<file path="config.mk">
export PLATFORM = sky130hd
export DESIGN_NAME = lbx_executor
export DESIGN_NICKNAME = d
export VERILOG_FILES = /design/src/hw/lbx_pkg.sv /design/src/hw/lbx_decode.sv /design/src/hw/lbx_executor.sv
export SDC_FILE = /design/constraint.sdc
export NUM_CORES = 1
export LEC_CHECK = 0
export BUFFER_PORTS_ARGS = -buffer_cell sky130_fd_sc_hd__buf_2
export CORE_MARGIN = 5
export CORE_UTILIZATION = 50
export CTS_CLUSTER_SIZE = 8
export DETAILED_ROUTE_END_ITERATION = 8
export HOLD_SLACK_MARGIN = 0.03
export PLACE_DENSITY = 0.8
export SLEW_MARGIN = 25
export SYNTH_ARGS = -nofsm -noshare
export SYNTH_HDL_FRONTEND = slang
export SYNTH_SLANG_ARGS = --single-unit
</file>
<file path="constraint.sdc">
create_clock -name clk_sys -period 5 [get_ports clk_sys]
set_input_delay 1.5 -clock clk_sys [delete_from_list [all_inputs] [get_ports clk_sys]]
set_output_delay 1.5 -clock clk_sys [all_outputs]
set_load 0.005 [all_outputs]
</file>
<file path="src/hw/lbx_pkg.sv">
package lbx_pkg;

   localparam int unsigned OPC_W = 4;
   localparam int unsigned ADDR_W_DEF = 12;
   localparam int unsigned BIT_ADDR_W_DEF = 14;
   localparam int unsigned WORD_W = 16;
   localparam int unsigned BIT_FIELD_W = 12;

   // opcode field sits in the top nibble of the first word
   localparam int unsigned OPC_LSB = 12;
   localparam logic [OPC_W-1:0] OPC_NOP = 4'h0;
   localparam logic [OPC_W-1:0] OPC_LOAD = 4'h1;
   localparam logic [OPC_W-1:0] OPC_LOAD_INV = 4'h2;
   localparam logic [OPC_W-1:0] OPC_AND = 4'h3;
   localparam logic [OPC_W-1:0] OPC_AND_INV = 4'h4;
   localparam logic [OPC_W-1:0] OPC_OR = 4'h5;
   localparam logic [OPC_W-1:0] OPC_OR_INV = 4'h6;
   localparam logic [OPC_W-1:0] OPC_OUT = 4'h7;
   localparam logic [OPC_W-1:0] OPC_OUT_INV = 4'h8;
   localparam logic [OPC_W-1:0] OPC_END = 4'hF;

   // extra operand words for opcodes outside this unit; bits 11:10 of word 0
   localparam int unsigned EXTRA_LSB = 10;

   localparam logic [15:0] PROG_START_ADDR = 16'h0000;
   localparam logic COND_RESET = 1'b0;

   typedef struct packed {
      logic [OPC_W-1:0] opcode;
      logic [BIT_FIELD_W-1:0] bit_addr;
   } lbx_instr_s;

   typedef struct packed {
      logic req;
      logic we;
      logic wdata;
   } lbx_bit_req_s;

endpackage

</file>
<file path="src/hw/lbx_decode.sv">
`timescale 1ns/1ps
module lbx_decode (
   input wire logic [15:0] word0,
   output lbx_pkg::lbx_instr_s instr,
   output logic [2:0] length,
   output logic is_logic,
   output logic is_out,
   output logic is_end,
   output logic uses_bit
);
   always_comb begin
      instr.opcode = word0[lbx_pkg::OPC_LSB +: lbx_pkg::OPC_W];
      instr.bit_addr = word0[lbx_pkg::BIT_FIELD_W-1:0];
      is_logic = 1'b0;
      is_out = 1'b0;
      is_end = 1'b0;
      uses_bit = 1'b0;
      length = 3'h1;
      case (instr.opcode)
         lbx_pkg::OPC_LOAD, lbx_pkg::OPC_LOAD_INV, lbx_pkg::OPC_AND, lbx_pkg::OPC_AND_INV,
         lbx_pkg::OPC_OR, lbx_pkg::OPC_OR_INV: begin
            is_logic = 1'b1;
            uses_bit = 1'b1;
         end
         lbx_pkg::OPC_OUT, lbx_pkg::OPC_OUT_INV: begin
            is_out = 1'b1;
            uses_bit = 1'b1;
         end
         lbx_pkg::OPC_END: begin
            is_end = 1'b1;
         end
         default: begin
            // other instructions are skipped over, one to four words long
            length = {1'b0, word0[lbx_pkg::EXTRA_LSB +: 2]} + 3'h1;
         end
      endcase
   end
endmodule

</file>
<file path="src/hw/lbx_executor.sv">
`timescale 1ns/1ps
module lbx_executor #(
   parameter int unsigned ADDR_W = lbx_pkg::ADDR_W_DEF,
   parameter int unsigned BIT_ADDR_W = lbx_pkg::BIT_ADDR_W_DEF
) (
   input wire logic clk_sys,
   input wire logic sys_rst,
   input wire logic run_enable,
   output logic [ADDR_W-1:0] prog_addr,
   output logic prog_rd,
   input wire logic [15:0] prog_rdata,
   output logic [BIT_ADDR_W-1:0] bit_addr,
   output logic bit_req,
   output logic bit_we,
   output logic bit_wdata,
   input wire logic bit_rdata,
   output logic exec_cond,
   output logic running,
   output logic no_end_fault,
   output logic scan_done
);

   // the wrap test and the operand field cannot serve other widths
   if (ADDR_W < 4 || ADDR_W > 16) begin : g_bad_addr_w
      $error("lbx_executor: unsupported program address width");
   end
   if (BIT_ADDR_W < lbx_pkg::BIT_FIELD_W || BIT_ADDR_W > 24) begin : g_bad_bit_addr_w
      $error("lbx_executor: unsupported bit address width");
   end

   ////////////////////////////////////////////////////////////////////////////
   typedef enum {
      ST_CHECK_FETCH,
      ST_CHECK_WAIT,
      ST_HALT,
      ST_FETCH,
      ST_WAIT,
      ST_DECODE,
      ST_BIT_WAIT,
      ST_EXEC
   } lbx_state_e;

   lbx_state_e state_reg, state_next;
   logic [ADDR_W-1:0] pc_reg, pc_next;
   logic [15:0] word_reg, word_next;
   logic cond_reg, cond_next;
   logic fault_reg, fault_next;
   logic done_reg, done_next;
   lbx_pkg::lbx_bit_req_s breq_reg, breq_next;
   logic [BIT_ADDR_W-1:0] baddr_reg, baddr_next;
   logic rd_reg, rd_next;

   lbx_pkg::lbx_instr_s instr;
   logic [2:0] ilen;
   logic is_logic;
   logic is_out;
   logic is_end;
   logic uses_bit;
   logic [2:0] cur_len;
   logic [ADDR_W-1:0] pc_step;
   logic pc_last;

   lbx_decode lbx_decode_inst (
      .word0(word_reg),
      .instr(instr),
      .length(ilen),
      .is_logic(is_logic),
      .is_out(is_out),
      .is_end(is_end),
      .uses_bit(uses_bit)
   );

   ////////////////////////////////////////////////////////////////////////////
   // pre-scan looks for a terminator once, so a program without one never runs
   // decoded step events
   logic at_decode;
   logic end_in_check;
   logic end_in_run;
   logic bit_issue;
   logic fetch_go;
   logic cond_update;
   logic halt_reg;
   logic halt_next;

   // step decisions shared by the groups below
   assign cur_len = ilen;
   assign pc_step = pc_reg + ADDR_W'(cur_len);
   // a step past the top would wrap to zero and rescan without end
   assign pc_last = (pc_step < pc_reg) || (pc_reg == '1);
   assign at_decode = (state_reg == ST_DECODE);
   assign end_in_check = at_decode && fault_reg && is_end;
   assign end_in_run = at_decode && !fault_reg && is_end;
   assign bit_issue = at_decode && !fault_reg && !is_end && uses_bit;
   assign fetch_go = (state_reg == ST_CHECK_FETCH) || (state_reg == ST_FETCH && run_enable);
   assign cond_update = (state_reg == ST_EXEC) && is_logic;

   ////////////////////////////////////////////////////////////////////////////
   // sequencer: state, program counter and instruction word
   always_comb begin
      state_next = state_reg;
      pc_next = pc_reg;
      word_next = word_reg;
      case (state_reg)
         ST_CHECK_FETCH: begin
            state_next = ST_CHECK_WAIT;
         end
         ST_CHECK_WAIT: begin
            word_next = prog_rdata;
            state_next = ST_DECODE;
         end
         ST_HALT: begin
            // only a reset leaves this state
            state_next = ST_HALT;
         end
         ST_FETCH: begin
            // a low run_enable parks the scan between instructions
            if (run_enable) begin
               state_next = ST_WAIT;
            end
         end
         ST_WAIT: begin
            word_next = prog_rdata;
            state_next = ST_DECODE;
         end
         ST_DECODE: begin
            if (fault_reg) begin
               // checking pass: only the terminator search matters
               if (is_end) begin
                  pc_next = ADDR_W'(lbx_pkg::PROG_START_ADDR);
                  state_next = ST_FETCH;
               end else if (pc_last) begin
                  state_next = ST_HALT;
               end else begin
                  pc_next = pc_step;
                  state_next = ST_CHECK_FETCH;
               end
            end else if (is_end) begin
               // terminator wraps before anything past it is read
               pc_next = ADDR_W'(lbx_pkg::PROG_START_ADDR);
               state_next = ST_FETCH;
            end else if (uses_bit && !is_out) begin
               state_next = ST_BIT_WAIT;
            end else begin
               // outputs and skipped opcodes step on at once
               pc_next = pc_step;
               state_next = ST_FETCH;
            end
         end
         ST_BIT_WAIT: begin
            // bit memory answers one cycle after the request
            state_next = ST_EXEC;
         end
         ST_EXEC: begin
            pc_next = pc_step;
            state_next = ST_FETCH;
         end
         default: begin
            state_next = ST_HALT;
         end
      endcase
   end

   always_ff @(posedge clk_sys or posedge sys_rst) begin
      if (sys_rst) begin
         state_reg <= ST_CHECK_FETCH;
         pc_reg <= ADDR_W'(lbx_pkg::PROG_START_ADDR);
         word_reg <= '0;
      end else begin
         state_reg <= state_next;
         pc_reg <= pc_next;
         word_reg <= word_next;
      end
   end

   ////////////////////////////////////////////////////////////////////////////
   // status: fault stays set until a terminator is found
   // halt flag taken from the next state so the pin comes from a flop
   always_comb begin
      fault_next = fault_reg;
      done_next = 1'b0;
      halt_next = (state_next == ST_HALT);
      if (state_reg == ST_HALT) begin
         fault_next = 1'b1;
      end else if (end_in_check) begin
         fault_next = 1'b0;
      end
      if (end_in_run) begin
         done_next = 1'b1;
      end
   end

   always_ff @(posedge clk_sys or posedge sys_rst) begin
      if (sys_rst) begin
         fault_reg <= 1'b1;
         done_reg <= 1'b0;
         halt_reg <= 1'b0;
      end else begin
         fault_reg <= fault_next;
         done_reg <= done_next;
         halt_reg <= halt_next;
      end
   end

   ////////////////////////////////////////////////////////////////////////////
   // fetch strobe: one cycle per word
   // registered so the address is already settled under it
   always_comb begin
      rd_next = 1'b0;
      if (fetch_go) begin
         rd_next = 1'b1;
      end
   end

   always_ff @(posedge clk_sys or posedge sys_rst) begin
      if (sys_rst) begin
         rd_reg <= 1'b0;
      end else begin
         rd_reg <= rd_next;
      end
   end

   ////////////////////////////////////////////////////////////////////////////
   // condition: one update per logic instruction, result carried forward
   always_comb begin
      cond_next = cond_reg;
      if (cond_update) begin
         case (instr.opcode)
            lbx_pkg::OPC_LOAD: cond_next = bit_rdata;
            lbx_pkg::OPC_LOAD_INV: cond_next = ~bit_rdata;
            lbx_pkg::OPC_AND: cond_next = cond_reg & bit_rdata;
            lbx_pkg::OPC_AND_INV: cond_next = cond_reg & ~bit_rdata;
            lbx_pkg::OPC_OR: cond_next = cond_reg | bit_rdata;
            lbx_pkg::OPC_OR_INV: cond_next = cond_reg | ~bit_rdata;
            default: cond_next = cond_reg;
         endcase
      end
   end

   always_ff @(posedge clk_sys or posedge sys_rst) begin
      if (sys_rst) begin
         cond_reg <= lbx_pkg::COND_RESET;
      end else begin
         cond_reg <= cond_next;
      end
   end

   ////////////////////////////////////////////////////////////////////////////
   // bit port: one request per bit instruction
   // a write issued here lands before any later read of the same bit
   always_comb begin
      breq_next = '0;
      baddr_next = baddr_reg;
      if (bit_issue) begin
         baddr_next = BIT_ADDR_W'(instr.bit_addr);
         breq_next.req = 1'b1;
         if (is_out) begin
            breq_next.we = 1'b1;
            breq_next.wdata = (instr.opcode == lbx_pkg::OPC_OUT) ? cond_reg : ~cond_reg;
         end
      end
   end

   always_ff @(posedge clk_sys or posedge sys_rst) begin
      if (sys_rst) begin
         breq_reg <= '0;
         baddr_reg <= '0;
      end else begin
         breq_reg <= breq_next;
         baddr_reg <= baddr_next;
      end
   end

   ////////////////////////////////////////////////////////////////////////////
   // single synchronous port: write lands before the next fetch completes
   assign prog_addr = pc_reg;
   assign prog_rd = rd_reg;
   assign bit_addr = baddr_reg;
   assign bit_req = breq_reg.req;
   assign bit_we = breq_reg.we;
   assign bit_wdata = breq_reg.wdata;
   assign exec_cond = cond_reg;
   assign running = ~fault_reg;
   assign no_end_fault = halt_reg;
   assign scan_done = done_reg;

endmodule

</file>
# --- After elaboration in Yosys (flattened, before gate mapping) ---
# Cells that the tools add are included.
classes:
  n_lt_le_gt_ge: 1
  add_sub_neg: 2
  mux: 26
  bitwise_logic: 7
  eq_ne: 23
  n_reduce_logical: 26
ops:
  columns: ["cell", "n"]
  rows:
  - ["$eq 32x3->1 const B", 7]
  - ["$pmux 32 s6", 1]
  - ["$eq 32x4->1 const B", 2]
  - ["$logic_not 32->1", 2]
  - ["$mux 32", 2]
  - ["$mux 12", 5]
  - ["$eq 32x1->1 const B", 1]
  - ["$eq 32x2->1 const B", 1]
  - ["$pmux 12 s2", 1]
  - ["$eq 4x3->1 const B", 4]
  - ["$add 12x3->12", 1]
  - ["$eq 12x12->1 const B", 1]
  - ["$lt 12x12->1", 1]
  - ["$mux 3", 4]
  - ["$logic_and 1x1->1", 9]
  - ["$mux 1", 9]
  - ["$reduce_or 9->1", 1]
  - ["$eq 4x2->1 const B", 2]
  - ["$eq 4x4->1 const B", 2]
  - ["$ne 4x4->1 const B", 2]
  - ["$reduce_or 8->1", 1]
  - ["$mux 2", 3]
  - ["$pmux 1 s6", 1]
  - ["$reduce_bool 6->1", 1]
  - ["12 further kinds", 21]
word_totals:
  register_bits: 80
  out_inout_bits: 34
  elab_cells: 97
  in_bits: 20

# --- Depth between registers and ports, before layout ---
logic_depth:
  depth_word: 11
  depth_mapped: 20
  mapped_depth_nobuf: 19

# --- By module ---
# Synthesis repeated with hierarchy kept, for this count alone.
hier_totals:
  cells_unflattened: 317
  area_unflattened_um2: 3885.0
modules_own_cells:
  columns: ["module", "cells_each", "n_inst", "area_each_um2", "seq_area_each_um2"]
  rows:
  - ["lbx_executor", 286, 1, 3646.0, 2003.2]
  - ["lbx_decode", 31, 1, 239.0, 0.0]

# --- Least setup slack after synthesis ---
# OpenSTA, ideal clock, no wires.
synth_path:
  path_type: "flip-flop to flip-flop"
  start: "register word_reg[12]"
  end: "register pc_reg[1] (netlist: prog_addr[1])"
  arrival_time_ns: 3.593
  n_path_buf: 1
  period_less_slack_ns: 3.718
  path_slack_ns: 1.282
  required_time_ns: 4.875
  setup_time_ns: 0.125
  path_stages_with_launch: 21
  cell_sequence: "dfrtp_1 nor3_1 nand2_1 o21ai_0 a21oi_1 nand2_1 ha_1 inv_1 fa_1 inv_1 a21oi_1 nor2_1 ha_1 xor2_1 and3_1 a31oi_1 a311oi_1 nor3b_2 nand2b_4 buf_8 mux2_4"
synth_between:
  elab_chain_len: 8
synth_rtl:
  columns: ["element", "line_no", "rtl"]
  rows:
  - ["start, declared", "lbx_executor.sv:45", "logic [15:0] word_reg, word_next;"]
  - ["start signal, assigned", "lbx_executor.sv:171", "word_reg <= word_next;"]
  - ["$eq 4x3->1, or another cell as far along", "lbx_decode.sv:19", "case (instr.opcode)"]
  - ["$reduce_or 9->1 (no source line)", null, null]
  - ["$mux 3", "lbx_decode.sv:19", null]
  - ["$add 12x3->12", "lbx_executor.sv:87", "assign pc_step = pc_reg + ADDR_W'(cur_len);"]
  - ["$lt 12x12->1, or another cell as far along", "lbx_executor.sv:89", "assign pc_last = (pc_step < pc_reg) || (pc_reg == '1);"]
  - ["$logic_or 1x1->1, or another cell as far along", "lbx_executor.sv:89", null]
  - ["$ne 4x4->1 (no source line) / $mux 12 (equally long branches)", null, null]
  - ["$reduce_and 3->1 (no source line) / $pmux 12 s2 (equally long branches)", null, null]
  - ["end signal, assigned", "lbx_executor.sv:166", "pc_reg <= ADDR_W'(lbx_pkg::PROG_START_ADDR);"]
  - ["end signal, assigned", "lbx_executor.sv:170", "pc_reg <= pc_next;"]
  - ["end, declared", "lbx_executor.sv:44", "logic [ADDR_W-1:0] pc_reg, pc_next;"]
# Parallel ways exist; a longest one is shown, timed or not. The select of a mux whose other input is x is not followed.
# A chain may end at the register's enable or synchronous reset.

# --- Worst setup path after layout ---
layout_path:
  start: "register word_reg[13]"
  end: "register pc_reg[10] (netlist: prog_addr[10])"
# Same word-level chain as after synthesis.

==> flow_metrics.env <==
export IMPL_ant_nets=0
export IMPL_fin_util=0.621
export IMPL_drtIter0Drc=108
export IMPL_htreeDepth=3
export IMPL_antenna_found_initial=0
export IMPL_avgViaCountPerCell=5.16
export IMPL_timing_rr_start="word_reg[13]"
export IMPL_clock_sinks=80
export IMPL_hp_class="reg2reg"
export IMPL_cts_buffers=9
export IMPL_antenna_cells=0
export IMPL_drc=0
export IMPL_cp_start_kind="flip-flop"
export IMPL_multi_input_area_sq_mm=0.00156
export IMPL_hold_depth=1
export IMPL_area_delta_synth_final_pct=19.4
export IMPL_grt_pass1_vias=2668
export IMPL_synth_avg_cell_area_sq_um=11.7
export IMPL_final_cell_mix="dfrtp_1 (79), buf_2 (51), mux2_2 (31), conb_1 (31), o21ai_0 (22)"
export IMPL_finalSetupTns_ps=0
export IMPL_drv_slew=0
export IMPL_fp_coreArea_sq_mm=0.00687
export IMPL_ys_ff_latch=80
export IMPL_routedWlPerCell_microns=14.2
export IMPL_grtUsageMet2=0.288
export IMPL_critPathMaxFanout=12
export IMPL_hold_path_endpoint="word_reg[5]"
export IMPL_finalPower_mw=1.21
export IMPL_initial_core_util=0.520
export IMPL_r2r_end="prog_addr[10]"
export IMPL_finalNetCount=424
export IMPL_cap_violations=0
export IMPL_p_per_area_mw_per_mm2=283
export IMPL_netlist_area_sq_mm=0.00357
export IMPL_busiest_layer="met2"
export IMPL_place_inst=476
export IMPL_pin_count=54
export IMPL_grt_first_pass_wirelength_microns=12100
export IMPL_yosys_warnings=0
export IMPL_cts_resized=0
export IMPL_cts_root_buffer="clkbuf_8"
export IMPL_largest_reg_flops=32
export IMPL_final_period_minus_worst_setup_slack_ps=4100
export IMPL_final_period_utilization=0.820
export IMPL_netlist_instances=306
export IMPL_drtPass1Iterations=4
export IMPL_status="completed"
export IMPL_port_buffers=51
export IMPL_vias=2538
export IMPL_clkTransAtPathRegs_ps=80
export IMPL_ys_seq_area_frac=0.561
export IMPL_final_area_sq_mm=0.00427
export IMPL_rows=30
export IMPL_routed_wl_microns=7000
export IMPL_end_kind="flip-flop"
export IMPL_grt_use_total=0.176
export IMPL_synth_cell_type_count=51
export IMPL_die_x_microns=94.5
export IMPL_dieHeight_microns=94.5
export IMPL_dpl_instance_area_sq_mm=0.00403
export IMPL_r2r_slack_ps=900
export IMPL_maxSlewHeadroom=0.405
export IMPL_drive_above_1_share=0.298
export IMPL_grt_use_met3=0.0510
export IMPL_hold_viol_final=0
export IMPL_cts_setup_buffers=0
export IMPL_dieArea_sq_mm=0.00894
export IMPL_gp_congestion=0.943
export IMPL_cts_tree="yes"
export IMPL_worstMarginPinSlew_ps=887
export IMPL_critPathRequiredTime_ps=5240
export IMPL_clock_path_buffers=2
export IMPL_grt_start_max_net_pins=54
export IMPL_worstSkewPairLatency_ps=350
export IMPL_final_common_cell="dfrtp_1"
export IMPL_fillers=554
export IMPL_setup_viol=0
export IMPL_hpwlAfterDp_microns=5210
export IMPL_regArea_sq_mm=0.00200
export IMPL_crit_type="reg2reg"
export IMPL_stdcell_count=492
export IMPL_grt_overflow_total=0
export IMPL_fin_skew_ps=9.44
export IMPL_leakagePower_nw=2.10
export IMPL_max_vdd_ir_drop_v=0.000186
export IMPL_hold_buffers=0
export IMPL_use_met1=0.215
export IMPL_min_from="word_reg[5]"
export IMPL_fmax_mhz=244
export IMPL_crit_arrival_ps=4340
export IMPL_grt_setup_unrepaired="false"
export IMPL_crit_start="word_reg[13]"
export IMPL_reg2reg_depth=19
## power breakdown
| part | total [mW] | internal [mW] | switching, mW |
|---|---|---|---|
| Clock | 0.517 | 0.282 | 0.235 |
| Combinational | 0.0272 | 0.00871 | 0.0185 |
| Sequential | 0.662 | 0.658 | 0.00342 |
## final cells by class
class / instances / area share
flip-flops and latches: 80 / 0.470
multi-input cells: 229 / 0.366
repair buffers: 56 / 0.0716
clock buffers: 9 / 0.0290
well taps: 96 / 0.0282
clock inverters: 6 / 0.0214
inverters: 16 / 0.0144
## cell usage after synthesis, drive strengths merged
cell     number  area, sq um
nand3         4         20.0
nand3b        1         7.51
o21ai        22          110
and2          2         12.5
nand4         6         37.5
fa            1         20.0
nor2         21         78.8
nor3b         2         20.0
a311oi        1         8.76
nor3          8         45.0
a211o         1         8.76
and3          4         25.0
mux2         34          394
or4           1         8.76
a22oi         1         7.51
o41ai         1         8.76
a21oi        10         50.1
a31oi         3         25.0
or3           3         18.8
o21a          2         15.0
o211ai        3         22.5
a211oi        1         7.51
ha           11          138
o31ai         2         15.0
conb          1         3.75
inv          16         60.1
or3b          1         8.76
or2           3         18.8
nand2b        8         57.6
xnor2         2         17.5
dfstp         1         26.3
o2111a        1         11.3
a41oi         1         8.76
nor4          7         43.8
clkbuf        6         22.5
and4          1         10.0
buf           5         40.0
dfrtp        79         1980
xor2          3         26.3
a2111oi       1         8.76
nor2b         3         18.8
o221a         1         11.3
nand2        18         67.6
mux2i         3         30.0
## through the flow
stage	hold WS, ps	setup slack (ps)
6_report	505	898
5_1_grt	528	494
3_5_place_dp	491	889
3_3_place_gp	483	1070
4_1_cts	509	888
2_1_floorplan	475	1280
## kinds of logic after synthesis
family,after synthesis,synth area share
mux,37,0.119
simple gates,93,0.140
buf+inv,27,0.0343
xor+xnor,5,0.0123
fa+ha+maj,12,0.0441
flops,80,0.561
other cells,1,0.00105
compound gates,51,0.0893
## worst max-delay path, cell delays in order, from the launching register on
cell      delay [ps]
dfrtp_1          430
nor3_1           280
nand2_1          150
o21ai_0          100
a21oi_1           80
nand2_1          120
ha_1             190
inv_1             60
fa_1             400
inv_1             70
a21oi_1          110
nor2_1           120
ha_1             250
xor2_1           180
and3_1           200
a31oi_1          170
a311oi_1          90
nor3b_2          320
nand2b_4         300
mux2_2           350
## how the worst max path moves through the flow
| stage | to | cells past startpoint |
|---|---|---|
| after detailed placement | prog_addr[10] | 19 |
| final | prog_addr[10] | 19 |
| after global placement | prog_addr[8] | 19 |
| after global routing | prog_addr[10] | 19 |
| after floorplan | prog_addr[1] | 20 |
| after CTS | prog_addr[10] | 19 |
## routing by layer
layer | wire length (microns) | part of all wire
met1 | 2950 | 0.42
met2 | 3360 | 0.48
met3 | 547 | 0.078
met4 | 141 | 0.020
met5 | 0 | 0
Power figures use the tool's default switching activity.
